`config.mk`:
```
export PLATFORM = sky130hd
export DESIGN_NAME = dlb_loop_cfg
export DESIGN_NICKNAME = d
export VERILOG_FILES = /design/src/common/dlb_pkg.sv /design/src/rtl/dlb_cfg_reg.sv /design/src/rtl/dlb_loop_cfg.sv
export VERILOG_INCLUDE_DIRS = /design/src /design/src/common
export SDC_FILE = /design/constraint.sdc
export NUM_CORES = 1
export LEC_CHECK = 0
export BUFFER_PORTS_ARGS = -buffer_cell sky130_fd_sc_hd__buf_2
export CORE_MARGIN = 2
export CORE_UTILIZATION = 50
export CTS_CLUSTER_DIAMETER = 30
export DETAILED_ROUTE_END_ITERATION = 10
export GPL_TIMING_DRIVEN = 0
export PLACE_DENSITY = 0.86
export SLEW_MARGIN = 30
export SYNTH_ARGS = -nofsm -noshare
export SYNTH_HDL_FRONTEND = slang
export SYNTH_SLANG_ARGS = --single-unit
export TNS_END_PERCENT = 5
```
`constraint.sdc`:
```
create_clock -name core_clk -period 1.7 [get_ports core_clk]
set_input_delay 0.085 -clock core_clk [delete_from_list [all_inputs] [get_ports core_clk]]
set_output_delay 0.085 -clock core_clk [all_outputs]
set_load 0.1 [all_outputs]
```
`src/common/dlb_defines.svh`:
```
`ifndef DLB_DEFINES_SVH
`define DLB_DEFINES_SVH

// Register offsets on the serial port's internal byte bus
`define DLB_ADDR_W          7
`define DLB_ADDR_ACQ_BW     7'h69
`define DLB_ADDR_AUX_DAMP   7'h6A

// Reset values
`define DLB_RST_ACQ_BW      8'h0F
`define DLB_RST_AUX_DAMP    8'h13
`define DLB_RST_DAMPING     3'h3

// Writable bits; the rest read as zero
`define DLB_MASK_ACQ_BW     8'h0F
`define DLB_MASK_AUX_DAMP   8'h77

// Field positions
`define DLB_ACQ_BW_MSB      3
`define DLB_ACQ_BW_LSB      0
`define DLB_GAIN_MSB        6
`define DLB_GAIN_LSB        4
`define DLB_DAMP_MSB        2
`define DLB_DAMP_LSB        0

// Acquisition bandwidth codes
`define DLB_BW_0P3          4'h8
`define DLB_BW_0P6          4'h9
`define DLB_BW_1P2          4'hA
`define DLB_BW_2P5          4'hB
`define DLB_BW_4            4'hC
`define DLB_BW_8            4'hD
`define DLB_BW_18           4'hE
`define DLB_BW_35           4'hF
`define DLB_BW_70           4'h1

// Bandwidths in tenths of a hertz
`define DLB_HZX10_W         10
`define DLB_HZX10_0P3       10'h003
`define DLB_HZX10_0P6       10'h006
`define DLB_HZX10_1P2       10'h00C
`define DLB_HZX10_2P5       10'h019
`define DLB_HZX10_4         10'h028
`define DLB_HZX10_8         10'h050
`define DLB_HZX10_18        10'h0B4
`define DLB_HZX10_35        10'h15E
`define DLB_HZX10_70        10'h2BC
`define DLB_HZX10_NONE      10'h000

`define DLB_GAIN_OFF        3'h0
`define DLB_NIBBLE_ZERO     4'h0
`define DLB_BYTE_ZERO       8'h00

`endif

```
`src/common/dlb_pkg.sv`:
```
`default_nettype none

`include "dlb_defines.svh"

package dlb_pkg;

    typedef logic [3:0] dlb_bw_code_t;

    typedef struct packed {
        logic [`DLB_ADDR_W-1:0] addr;
        logic                   wr;
        logic                   rd;
        logic [7:0]             wdata;
    } dlb_reg_req_s;

    typedef struct packed {
        dlb_bw_code_t           bw_code;
        logic [`DLB_HZX10_W-1:0] bw_hzx10;
        logic                   acq_in_use;
    } dlb_main_cfg_s;

    typedef struct packed {
        logic [2:0]             damping;
        logic [2:0]             gain;
        logic                   gain_apply;
    } dlb_aux_cfg_s;

endpackage

`default_nettype wire

```
`src/rtl/dlb_cfg_reg.sv`:
```
`timescale 1ns/1ps
`default_nettype none

module dlb_cfg_reg #(
    parameter logic [7:0] RST_VAL = 8'h00,
    parameter logic [7:0] MASK    = 8'hFF
) (
    // Clock and reset
    input  wire logic       core_clk,
    input  wire logic       rst_n,
    input  wire logic       ce,
    // Write side
    input  wire logic       wr_en,
    input  wire logic [7:0] wdata,
    // Stored value
    output logic      [7:0] value
);

    logic [7:0] value_r;
    logic [7:0] value_nxt;

    // Unused bits never store, so they read back as zero
    always_comb begin
        value_nxt = value_r;
        if (ce && wr_en) begin
            value_nxt = wdata & MASK;
        end
    end

    always_ff @(posedge core_clk or negedge rst_n) begin
        if (!rst_n) begin
            value_r <= RST_VAL;
        end else begin
            value_r <= value_nxt;
        end
    end

    assign value = value_r;

endmodule

`default_nettype wire

```
`src/rtl/dlb_loop_cfg.sv`:
```
`timescale 1ns/1ps
`default_nettype none

`include "dlb_defines.svh"

// What this block does
// Low four bits of acquisition register set main loop bandwidth while acquiring.
// Acquisition codes offer 0.3, 0.6, 1.2, 2.5, 4, 8, 18, 35, 70 Hz.
// Code 0001 selects 70 Hz acquisition bandwidth.
// Software must not write reserved acquisition codes.
// Auto-switch bit picks acquisition bandwidth whenever main loop is unlocked.
// Bits 6:4 of damping register set detector 2 low-rate analog gain.
// Detector 2 gain applies only while the gain-select enable bit is set.
// Codes 1000-1111 ascend 0.3-35 Hz; 0001 is 70 Hz; reset gives 35 Hz.
// Bits 2:0 select auxiliary loop damping, default 011.
module dlb_loop_cfg
    import dlb_pkg::*;
(
    // Clock, reset, enable
    input  wire logic              core_clk,
    input  wire logic              rst_n,
    input  wire logic              ce,
    // Register port from the serial interface
    input  wire dlb_reg_req_s      reg_req,
    output logic [7:0]             reg_rdata,
    output logic                   reg_rvalid,
    // Control bits held in other registers
    input  wire logic              acq_bw_auto_en,
    input  wire logic              aux_gain_sel_en,
    input  wire dlb_bw_code_t      main_locked_bw_code,
    // Loop status
    input  wire logic              main_loop_locked,
    input  wire logic              aux_ref_low_rate,
    input  wire logic              aux_analog_feedback,
    // Loop configuration
    output dlb_main_cfg_s          main_cfg,
    output logic                   acq_code_valid,
    output dlb_aux_cfg_s           aux_cfg
);

    logic [7:0]        acq_reg;
    logic [7:0]        damp_reg;
    dlb_bw_code_t      main_loop_acquire_bandwidth;
    logic [2:0]        aux_loop_detector2_low_rate_gain;
    logic [2:0]        aux_loop_damping_select;

    logic [7:0]        rdata_r,  rdata_nxt;
    logic              rvalid_r, rvalid_nxt;
    dlb_main_cfg_s     main_r,   main_nxt;
    logic              valid_r,  valid_nxt;
    dlb_aux_cfg_s      aux_r,    aux_nxt;
    logic [`DLB_HZX10_W-1:0] acq_hzx10;
    logic              acq_known;

    dlb_cfg_reg #(
        .RST_VAL (`DLB_RST_ACQ_BW),
        .MASK    (`DLB_MASK_ACQ_BW)
    ) u_acq_reg (
        .core_clk (core_clk),
        .rst_n    (rst_n),
        .ce       (ce),
        .wr_en    (reg_req.wr && reg_req.addr == `DLB_ADDR_ACQ_BW),
        .wdata    (reg_req.wdata),
        .value    (acq_reg)
    );

    dlb_cfg_reg #(
        .RST_VAL (`DLB_RST_AUX_DAMP),
        .MASK    (`DLB_MASK_AUX_DAMP)
    ) u_damp_reg (
        .core_clk (core_clk),
        .rst_n    (rst_n),
        .ce       (ce),
        .wr_en    (reg_req.wr && reg_req.addr == `DLB_ADDR_AUX_DAMP),
        .wdata    (reg_req.wdata),
        .value    (damp_reg)
    );

    assign main_loop_acquire_bandwidth      = acq_reg[`DLB_ACQ_BW_MSB:`DLB_ACQ_BW_LSB];
    assign aux_loop_detector2_low_rate_gain = damp_reg[`DLB_GAIN_MSB:`DLB_GAIN_LSB];
    assign aux_loop_damping_select          = damp_reg[`DLB_DAMP_MSB:`DLB_DAMP_LSB];

    // Bandwidth decode; reserved codes flag invalid, software must avoid them
    always_comb begin
        acq_known = 1'b1;
        case (main_loop_acquire_bandwidth)
            `DLB_BW_0P3: acq_hzx10 = `DLB_HZX10_0P3;
            `DLB_BW_0P6: acq_hzx10 = `DLB_HZX10_0P6;
            `DLB_BW_1P2: acq_hzx10 = `DLB_HZX10_1P2;
            `DLB_BW_2P5: acq_hzx10 = `DLB_HZX10_2P5;
            `DLB_BW_4:   acq_hzx10 = `DLB_HZX10_4;
            `DLB_BW_8:   acq_hzx10 = `DLB_HZX10_8;
            `DLB_BW_18:  acq_hzx10 = `DLB_HZX10_18;
            `DLB_BW_35:  acq_hzx10 = `DLB_HZX10_35;
            `DLB_BW_70:  acq_hzx10 = `DLB_HZX10_70;
            default: begin
                acq_hzx10 = `DLB_HZX10_NONE;
                acq_known = 1'b0;
            end
        endcase
    end

    // Register read port
    always_comb begin
        rdata_nxt  = rdata_r;
        rvalid_nxt = rvalid_r;
        if (ce) begin
            rvalid_nxt = reg_req.rd;
            if (reg_req.rd) begin
                case (reg_req.addr)
                    `DLB_ADDR_ACQ_BW:   rdata_nxt = acq_reg;
                    `DLB_ADDR_AUX_DAMP: rdata_nxt = damp_reg;
                    default:            rdata_nxt = `DLB_BYTE_ZERO;
                endcase
            end
        end
    end

    // Loop configuration; only the acquisition bandwidth is decoded, locked code passes with zero hzx10
    always_comb begin
        main_nxt  = main_r;
        valid_nxt = valid_r;
        aux_nxt   = aux_r;
        if (ce) begin
            valid_nxt           = acq_known;
            main_nxt.acq_in_use = acq_bw_auto_en && !main_loop_locked;
            if (acq_bw_auto_en && !main_loop_locked) begin
                main_nxt.bw_code  = main_loop_acquire_bandwidth;
                main_nxt.bw_hzx10 = acq_hzx10;
            end else begin
                main_nxt.bw_code  = main_locked_bw_code;
                main_nxt.bw_hzx10 = `DLB_HZX10_NONE;
            end
            aux_nxt.damping    = aux_loop_damping_select;
            aux_nxt.gain_apply = aux_gain_sel_en && aux_ref_low_rate
                                 && aux_analog_feedback;
            // Gain reads as zero only while the gain-select enable is clear, not when gain_apply drops for other inputs
            aux_nxt.gain       = aux_gain_sel_en ? aux_loop_detector2_low_rate_gain
                                                 : `DLB_GAIN_OFF;
        end
    end

    always_ff @(posedge core_clk or negedge rst_n) begin
        if (!rst_n) begin
            rdata_r  <= `DLB_BYTE_ZERO;
            rvalid_r <= 1'b0;
            main_r   <= '{bw_code: `DLB_BW_35, bw_hzx10: `DLB_HZX10_NONE, acq_in_use: 1'b0};
            valid_r  <= 1'b1;
            aux_r    <= '{damping: `DLB_RST_DAMPING, gain: `DLB_GAIN_OFF, gain_apply: 1'b0};
        end else begin
            rdata_r  <= rdata_nxt;
            rvalid_r <= rvalid_nxt;
            main_r   <= main_nxt;
            valid_r  <= valid_nxt;
            aux_r    <= aux_nxt;
        end
    end

    assign reg_rdata      = rdata_r;
    assign reg_rvalid     = rvalid_r;
    assign main_cfg       = main_r;
    assign acq_code_valid = valid_r;
    assign aux_cfg        = aux_r;
endmodule

`default_nettype wire

```
### After elaboration in Yosys (flattened, before gate mapping)

Index checks and enable logic that the tools add are counted.

* eq/ne operators: 11
* muxes and demuxes: 5
* reduce and logical (&&, ||, !) cells: 10

Operators with widths (count)
* $pmux 10 s9: 1
* $eq 4x4->1 const B: 8
* $eq 7x7->1 const B: 2
* $mux 14: 1
* $pmux 7 s2: 1
* $reduce_or 9->1: 1
* $logic_and 1x1->1: 7
* $eq 4x1->1 const B: 1
* $mux 3: 1
* $reduce_and 2->1: 1
* $logic_not 1->1: 1
* $mux 1: 1

* flip-flop bits (word level): 42
* logic and storage cells: 37

### Logic depth before layout (Yosys ltp)

Gate-level depths: netlist of the first run.

* depth after elaboration: 3
* depth in mapped cells: 4

### Modules after synthesis

From an unflattened synthesis of the first run, not the netlist that was laid out.

* cell total of the unflattened synthesis: 191
* area, all modules: 1984.4 um^2

By module, submodules not included
* dlb_loop_cfg: times used 1, cells each 161, area an instance 1505.2 um^2, seq. area each 809.5 um^2
* dlb_cfg_reg at u_damp_reg: times used 1, cells each 16, area an instance 274.0 um^2, seq. area each 153.9 um^2
* dlb_cfg_reg at u_acq_reg: times used 1, cells each 14, area an instance 205.2 um^2, seq. area each 105.1 um^2

### Worst setup path after synthesis of the first run

Ideal clock, no wire load.

* kind: reg-to-reg
* start: register u_acq_reg.value_r[1] (netlist: u_acq_reg.value[1])
* end: register main_r, in the netlist main_cfg[4]
* setup time: 139 ps
* arrival time: 1176 ps
* required time: 1561 ps
* path slack: 384 ps
* cell stages (with the launch flop): 5
* buffers on the path: 1
* period minus slack after synthesis: 1316 ps
* cell sequence: dfstp_2 clkbuf_1 nor3_1 o211ai_1 o221ai_1

* longest elaborated chain between the ends: 3

Ends and longest elaborated chain
* start: declaration: line dlb_cfg_reg.sv:19 `logic [7:0] value_r;`
* start signal: assignment: line dlb_cfg_reg.sv:34 `value_r <= value_nxt;`
* $eq 4x1->1 or $eq 4x4->1 (tied branches): line dlb_loop_cfg.sv:86 `case (main_loop_acquire_bandwidth)`
* $pmux 10 s9 *: line dlb_loop_cfg.sv:86
* $mux 14 *: line dlb_loop_cfg.sv:127 `if (acq_bw_auto_en && !main_loop_locked) begin`
* end signal: assignment: line dlb_loop_cfg.sv:147 `` main_r <= '{bw_code: `DLB_BW_35, bw_hzx10: `DLB_HZX10_NONE, acq_in_use: 1'b0}; ``
* end signal: assignment: line dlb_loop_cfg.sv:153 `main_r <= main_nxt;`
* end: declaration: line dlb_loop_cfg.sv:49 `dlb_main_cfg_s main_r, main_nxt;`

Mark *: on every way between the ends. The rest lies on a longest branch, timed or not.
A chain may end at the register's enable or synchronous reset.

### Worst setup path in the final report of the first run

Ends and elaborated chain as after synthesis.

==> impl_metrics.tcl, run 1 <==
set metrics [dict create \
    multi_input_area_um2 752 \
    cts_tree "built" \
    yosysTopAreaCell "dfrtp_1" \
    numPortBuffers 58 \
    syn-cell-area_um2 1900 \
    fillers 300 \
    fin_crit_sh 0.898 \
    yosys-top-cells-area "dfrtp_1 (35%), dfstp_2 (19%), mux2_2 (5.3%)" \
    synth_top_family_by_area "simple AND/OR/NAND/NOR gates" \
    antenna_cells 0 \
    ys_ff_latch 41 \
    critPathMaxFanout 10 \
    synth-edff-count 0 \
    clock_latency_ns 0.29 \
    wire_per_inst_um 13.6 \
    arrival_ns 1.69 \
    cts.clk_slew.worst_paths_ns 0.08 \
    grt_pass1_vias 1427 \
    ff_latch_area_um2 1040 \
    cp-start-kind "register" \
    ctsHoldBuffers 2 \
    slew_violations 0 \
    synth_cell_type_count 41 \
    synth_compound_area_frac 0.125 \
    cts_buffers 5 \
    grt_pass1_wl_mm 6.56 \
    initial_core_util 0.520 \
    rsz0062_at_grt "false" \
    tightest_slew_ns 0.634 \
    die-width_um 65.7 \
    synth_xor_area_frac 0.00460 \
    synth_cells 176 \
    pwr-share-comb 0.194 \
    cts_resized 0 \
    ys_seq_area_frac 0.548 \
    hold_path.class "in2reg" \
    ir_drop_mv 0.586 \
    dieArea_um2 4320 \
    io_pins 61 \
    track_usage 0.204 \
    syn2layout_area_growth_pct 24.9 \
    core_um2 3660 \
    vias 1532 \
    htree_num_levels 2 \
    period_needed_ns 1.53 \
    die_height_um 65.7 \
    rows 22 \
    dp_hpwl_mm 2.96 \
    synth_fa_ha_area_frac 0.00526 \
    synth_ff_type "dfrtp_1" \
    relSlewSlack 0.572 \
    final_common_cell "buf_2" \
    hold_viol 0 \
    synth-async-reset-ratio 1.00 \
    viasPerCell 5.25 \
    cts_setup_buffers 0 \
    finalSetupTns_ns 0 \
    power_density_nw_per_um2 908 \
    wl_mm 3.98 \
    final_cell_mix "buf_2 (60), dfrtp_1 (27), nand2_1 (18), inv_1 (17), dfstp_2 (14)" \
    p_int_uw 1490 \
    synth_mux_area_frac 0.0900 \
    clockRootBuffer "clkbuf_8" \
    p_seq_frac 0.487 \
    status "complete, no violations" \
    setup_viol 0 \
    required_ns 1.86 \
    place.gp.congestion 0.820 \
    crit_type "reg2reg" \
    antenna_found_initial 0 \
    mappedNetlistNets 205 \
    end_kind "register" \
    yosys.area_share.simple 0.168 \
    drt_iter0_drc 114 \
    nets 272 \
    finClkSkew_ns 0.00613 \
    postSynthAreaPerCell_um2 10.8 \
    p_sw_frac 0.309 \
    cts.sinks 41 \
    drv_cap 0 \
    clockBufferDepth 2 \
    switching_power_uw 666 \
    gr-total-overflow 0 \
    fmax_mhz 655 \
    drive_above_1_share 0.414 \
    dr.pass1.iters 4 \
    drtAntennaViolNets 0 \
    utilization 0.650 \
    yosysWarnings 0 \
    synth_top_area_share 0.355 \
    leakagePower_uw 0.00116 \
    drc 0 \
    p_clk_frac 0.319 \
    grt_max_degree 42 \
]
-- critical path: stages, from the launching register on --
cell,delay [ns]
dfstp_2,0.58
clkbuf_1,0.40
nor3_1,0.09
o211ai_1,0.20
o221ai_1,0.13
-- through the flow --
stage                     std cells  hold slack, ns  instance area, um2  power (uW)  worst slack, ns
final                           292         0.00887                2380        2160            0.173
after global routing            292          0.0233                2380        2260           0.0753
after CTS                       292         0.00559                2380        2180            0.175
after detailed placement        282           0.248                2250        1490            0.195
after global placement          282           0.247                2250        1480            0.214
after floorplan                 176          -0.211                1900        1380            0.384
-- final cells by class --
| type | count | area share |
|---|---|---|
| Sequential cell | 41 | 0.439 |
| Multi-Input combinational cell | 108 | 0.316 |
| Timing Repair Buffer | 60 | 0.132 |
| Clock buffer | 7 | 0.0405 |
| Inverter | 17 | 0.0268 |
| Tap cell | 48 | 0.0252 |
| Buffer | 10 | 0.0189 |
| Clock inverter | 1 | 0.00210 |
-- sequential cells by signal, indices dropped and copies added, names as in the netlist --
register and cells:
main_cfg 15, aux_cfg 7, reg_rdata 7, u_damp_reg.value 6, u_acq_reg.value 4, acq_code_valid 1, reg_rvalid 1
-- synthesized netlist by cell type, types with 4 or more instances --
cell / n
nand2_1: 18
a31oi_1: 5
mux2_2: 9
nor2_1: 7
nand2b_1: 4
dfstp_2: 14
nand3_1: 4
mux2_4: 4
o21ai_0: 8
a21oi_1: 5
inv_1: 17
dfrtp_1: 27
o22ai_1: 6
clkbuf_1: 5
nor2b_1: 4
-- power groups by stage --
stage / registers [uW] / clock network, uW / logic, uW
floorplan: 1260 / 0 / 116
global placement: 1070 / 0 / 411
detailed placement: 1070 / 0 / 417
CTS: 1050 / 704 / 421
global route: 1060 / 755 / 445
finish: 1050 / 688 / 420
-- path summary, 6_finish.rpt --
| check | slack [ns] | endpoint | cells past startpoint | startpoint |
|---|---|---|---|---|
| setup / recovery | 0.17 | main_cfg[4] | 4 | u_acq_reg.value[1] |
| hold / removal | 0.009 | main_cfg[11] | 3 | main_locked_bw_code[0] |
| setup reg to reg | 0.17 | main_cfg[4] | 4 | u_acq_reg.value[1] |
| hold reg to reg | 0.48 | reg_rdata[1] | 2 | reg_rdata[1] |
| max in group asynchronous | 1.02 | u_damp_reg.value[4] | 2 | rst_n |
| min in group asynchronous | 0.30 | main_cfg[9] | 2 | rst_n |
-- layer usage --
layer | GRT usage | up-vias | part of all wire
met5 | 0 | - | 0
met4 | 0.0651 | 0 | 0.013
met3 | 0.0582 | 7 | 0.059
met2 | 0.341 | 42 | 0.49
met1 | 0.254 | 738 | 0.43
li1 | - | 745 | -
-- logic make-up after synthesis --
group,count (synthesis)
AOI/OAI and AO/OA,37
xor gates and xnor gates,1
adders and majority gates,1
buffers and inverters,27
DFF,41
muxes,14
other,1
and+or+nand+nor,54
Power figures use the tool's default switching activity.
==> run 2: changes to the inputs <==
--- a/config.mk
+++ b/config.mk
@@ -12,7 +12,7 @@
 export CTS_CLUSTER_DIAMETER = 30
 export DETAILED_ROUTE_END_ITERATION = 10
 export GPL_TIMING_DRIVEN = 0
-export PLACE_DENSITY = 0.86
+export PLACE_DENSITY = 0.84
 export SLEW_MARGIN = 30
 export SYNTH_ARGS = -nofsm -noshare
 export SYNTH_HDL_FRONTEND = slang
==> impl_metrics.tcl, run 2 (synthesized netlist as in run 1, its figures left out) <==
set metrics [dict create \
    status "complete, no violations" \
    power_density_nw_per_um2 916 \
    setup_viol 0 \
    clockBufferDepth 2 \
    relSlewSlack 0.412 \
    vias 1524 \
    finClkSkew_ns 0.00189 \
    nets 271 \
    regToRegSetupSlack_ns 0.19 \
    r2r-end "main_cfg[4]" \
    required_ns 1.87 \
    ir_drop_mv 0.641 \
    fillers 304 \
    core_um2 3660 \
    stdcell_area_um2 2370 \
    antenna_found_initial 0 \
    cts_resized 0 \
    antenna_cells 0 \
    cts_setup_buffers 0 \
    fmax_mhz 664 \
    dp_hpwl_mm 3.07 \
    wire_per_inst_um 14.1 \
    dieArea_um2 4320 \
    cts.clk_slew.worst_paths_ns 0.07 \
    crit_start "u_acq_reg.value[1]" \
    cts.sinks 41 \
    cts_buffers 5 \
    finalSetupTns_ns 0 \
    crit_type "reg2reg" \
    die_height_um 65.7 \
    htree_num_levels 2 \
    fin_crit_sh 0.886 \
    track_usage 0.215 \
    gr-total-overflow 0 \
    dpl_cell_area_um2 2250 \
    largest_reg_flops 15 \
    grt_max_degree 42 \
    final_common_cell "buf_2" \
    arrival_ns 1.67 \
    hold_path.class "in2reg" \
    numPortBuffers 58 \
    total_power_uw 2170 \
    end_kind "register" \
    tightest_slew_ns 0.882 \
    r2r-start "u_acq_reg.value[1]" \
    drive_above_1_share 0.416 \
    viasPerCell 5.24 \
    slew_violations 0 \
    place.gp.congestion 0.845 \
    critPathCapture "main_cfg[4]" \
    dr.pass1.iters 4 \
    drv_cap 0 \
    final_cell_mix "buf_2 (61), dfrtp_1 (27), nand2_1 (18), inv_1 (17), dfstp_2 (14)" \
    wl_mm 4.11 \
    clock_latency_ns 0.30 \
    critPathMaxFanout 10 \
    rows 22 \
    die-width_um 65.7 \
    ff_latch_area_um2 1040 \
    grt_pass1_vias 1509 \
    syn2layout_area_growth_pct 24.2 \
    leakagePower_uw 0.00115 \
    r2r_cells 4 \
    period_needed_ns 1.51 \
    drt_iter0_drc 102 \
    cts_tree "built" \
    rsz0062_at_grt "false" \
    multi_input_area_um2 752 \
    io_pins 61 \
    grt_pass1_wl_mm 6.91 \
    hold_viol 0 \
    drc 0 \
    drtAntennaViolNets 0 \
    clockRootBuffer "clkbuf_8" \
    initial_core_util 0.520 \
    cp-start-kind "register" \
]
[run 2: cell types whose count changed in the layout (fill, tap and decap cells not counted)]
cell	change
dlygate4sd3_1	-1
buf_4	-1
buf_2	+1
[run 2: stage by stage]
step	setup slack, ns	std cells	util	hold WS, ns
after detailed placement	0.209	282	0.616	0.246
after CTS	0.201	291	0.646	0.00726
after global routing	0.0991	291	0.646	0.0192
after global placement	0.216	282	0.616	0.238
after floorplan	0.384	176	-	-0.211
final	0.193	291	0.646	0.0131
[run 2: what timing repair did]
action,4_1_cts,5_1_grt
endpoints found under the hold margin,27,0
setup endpoints to repair,0,0
hold buffers,1,0
[run 2: routing by layer]
metal,global-route usage,share of wire,routed length [um]
met3,0.0719,0.066,269
met5,0,0,0
met1,0.258,0.42,1720
met2,0.369,0.51,2080
met4,0.0521,0.0093,38
[run 2: how the worst min path moves through the flow]
| stage | startpoint | end | slack, ns | depth (start not counted) |
|---|---|---|---|---|
| 3_5_place_dp | rst_n | main_cfg[0] | 0.25 | 1 |
| 5_1_grt | reg_req[3] | u_acq_reg.value[3] | 0.02 | 2 |
| 4_1_cts | main_locked_bw_code[1] | main_cfg[12] | 0.007 | 3 |
| 3_3_place_gp | rst_n | main_cfg[0] | 0.24 | 1 |
| 6_report | main_locked_bw_code[2] | main_cfg[13] | 0.01 | 3 |
| 2_1_floorplan | rst_n | aux_cfg[0] | -0.21 | 0 |
[run 2: final cells by class]
class | instances | area share
multi-input combinational | 108 | 0.318
sequential | 41 | 0.441
buffer | 10 | 0.0190
timing repair buffer | 59 | 0.127
clock inverter | 1 | 0.00212
clock buffer | 7 | 0.0407
tap | 48 | 0.0254
inverter | 17 | 0.0270
[run 2: critical path: stages, from the launching register on]
cell and delay [ns]:
dfstp_2 0.58, clkbuf_1 0.39, nor3_1 0.10, o211ai_1 0.18
o221ai_1 0.13
[run 2: where the power goes]
part / switching [uW] / internal [uW] / leakage, uW
logic: 322 / 95.1 / 0.000582
clock network: 331 / 367 / 0.0000542
registers: 23.2 / 1030 / 0.000518
total: 676 / 1490 / 0.00115
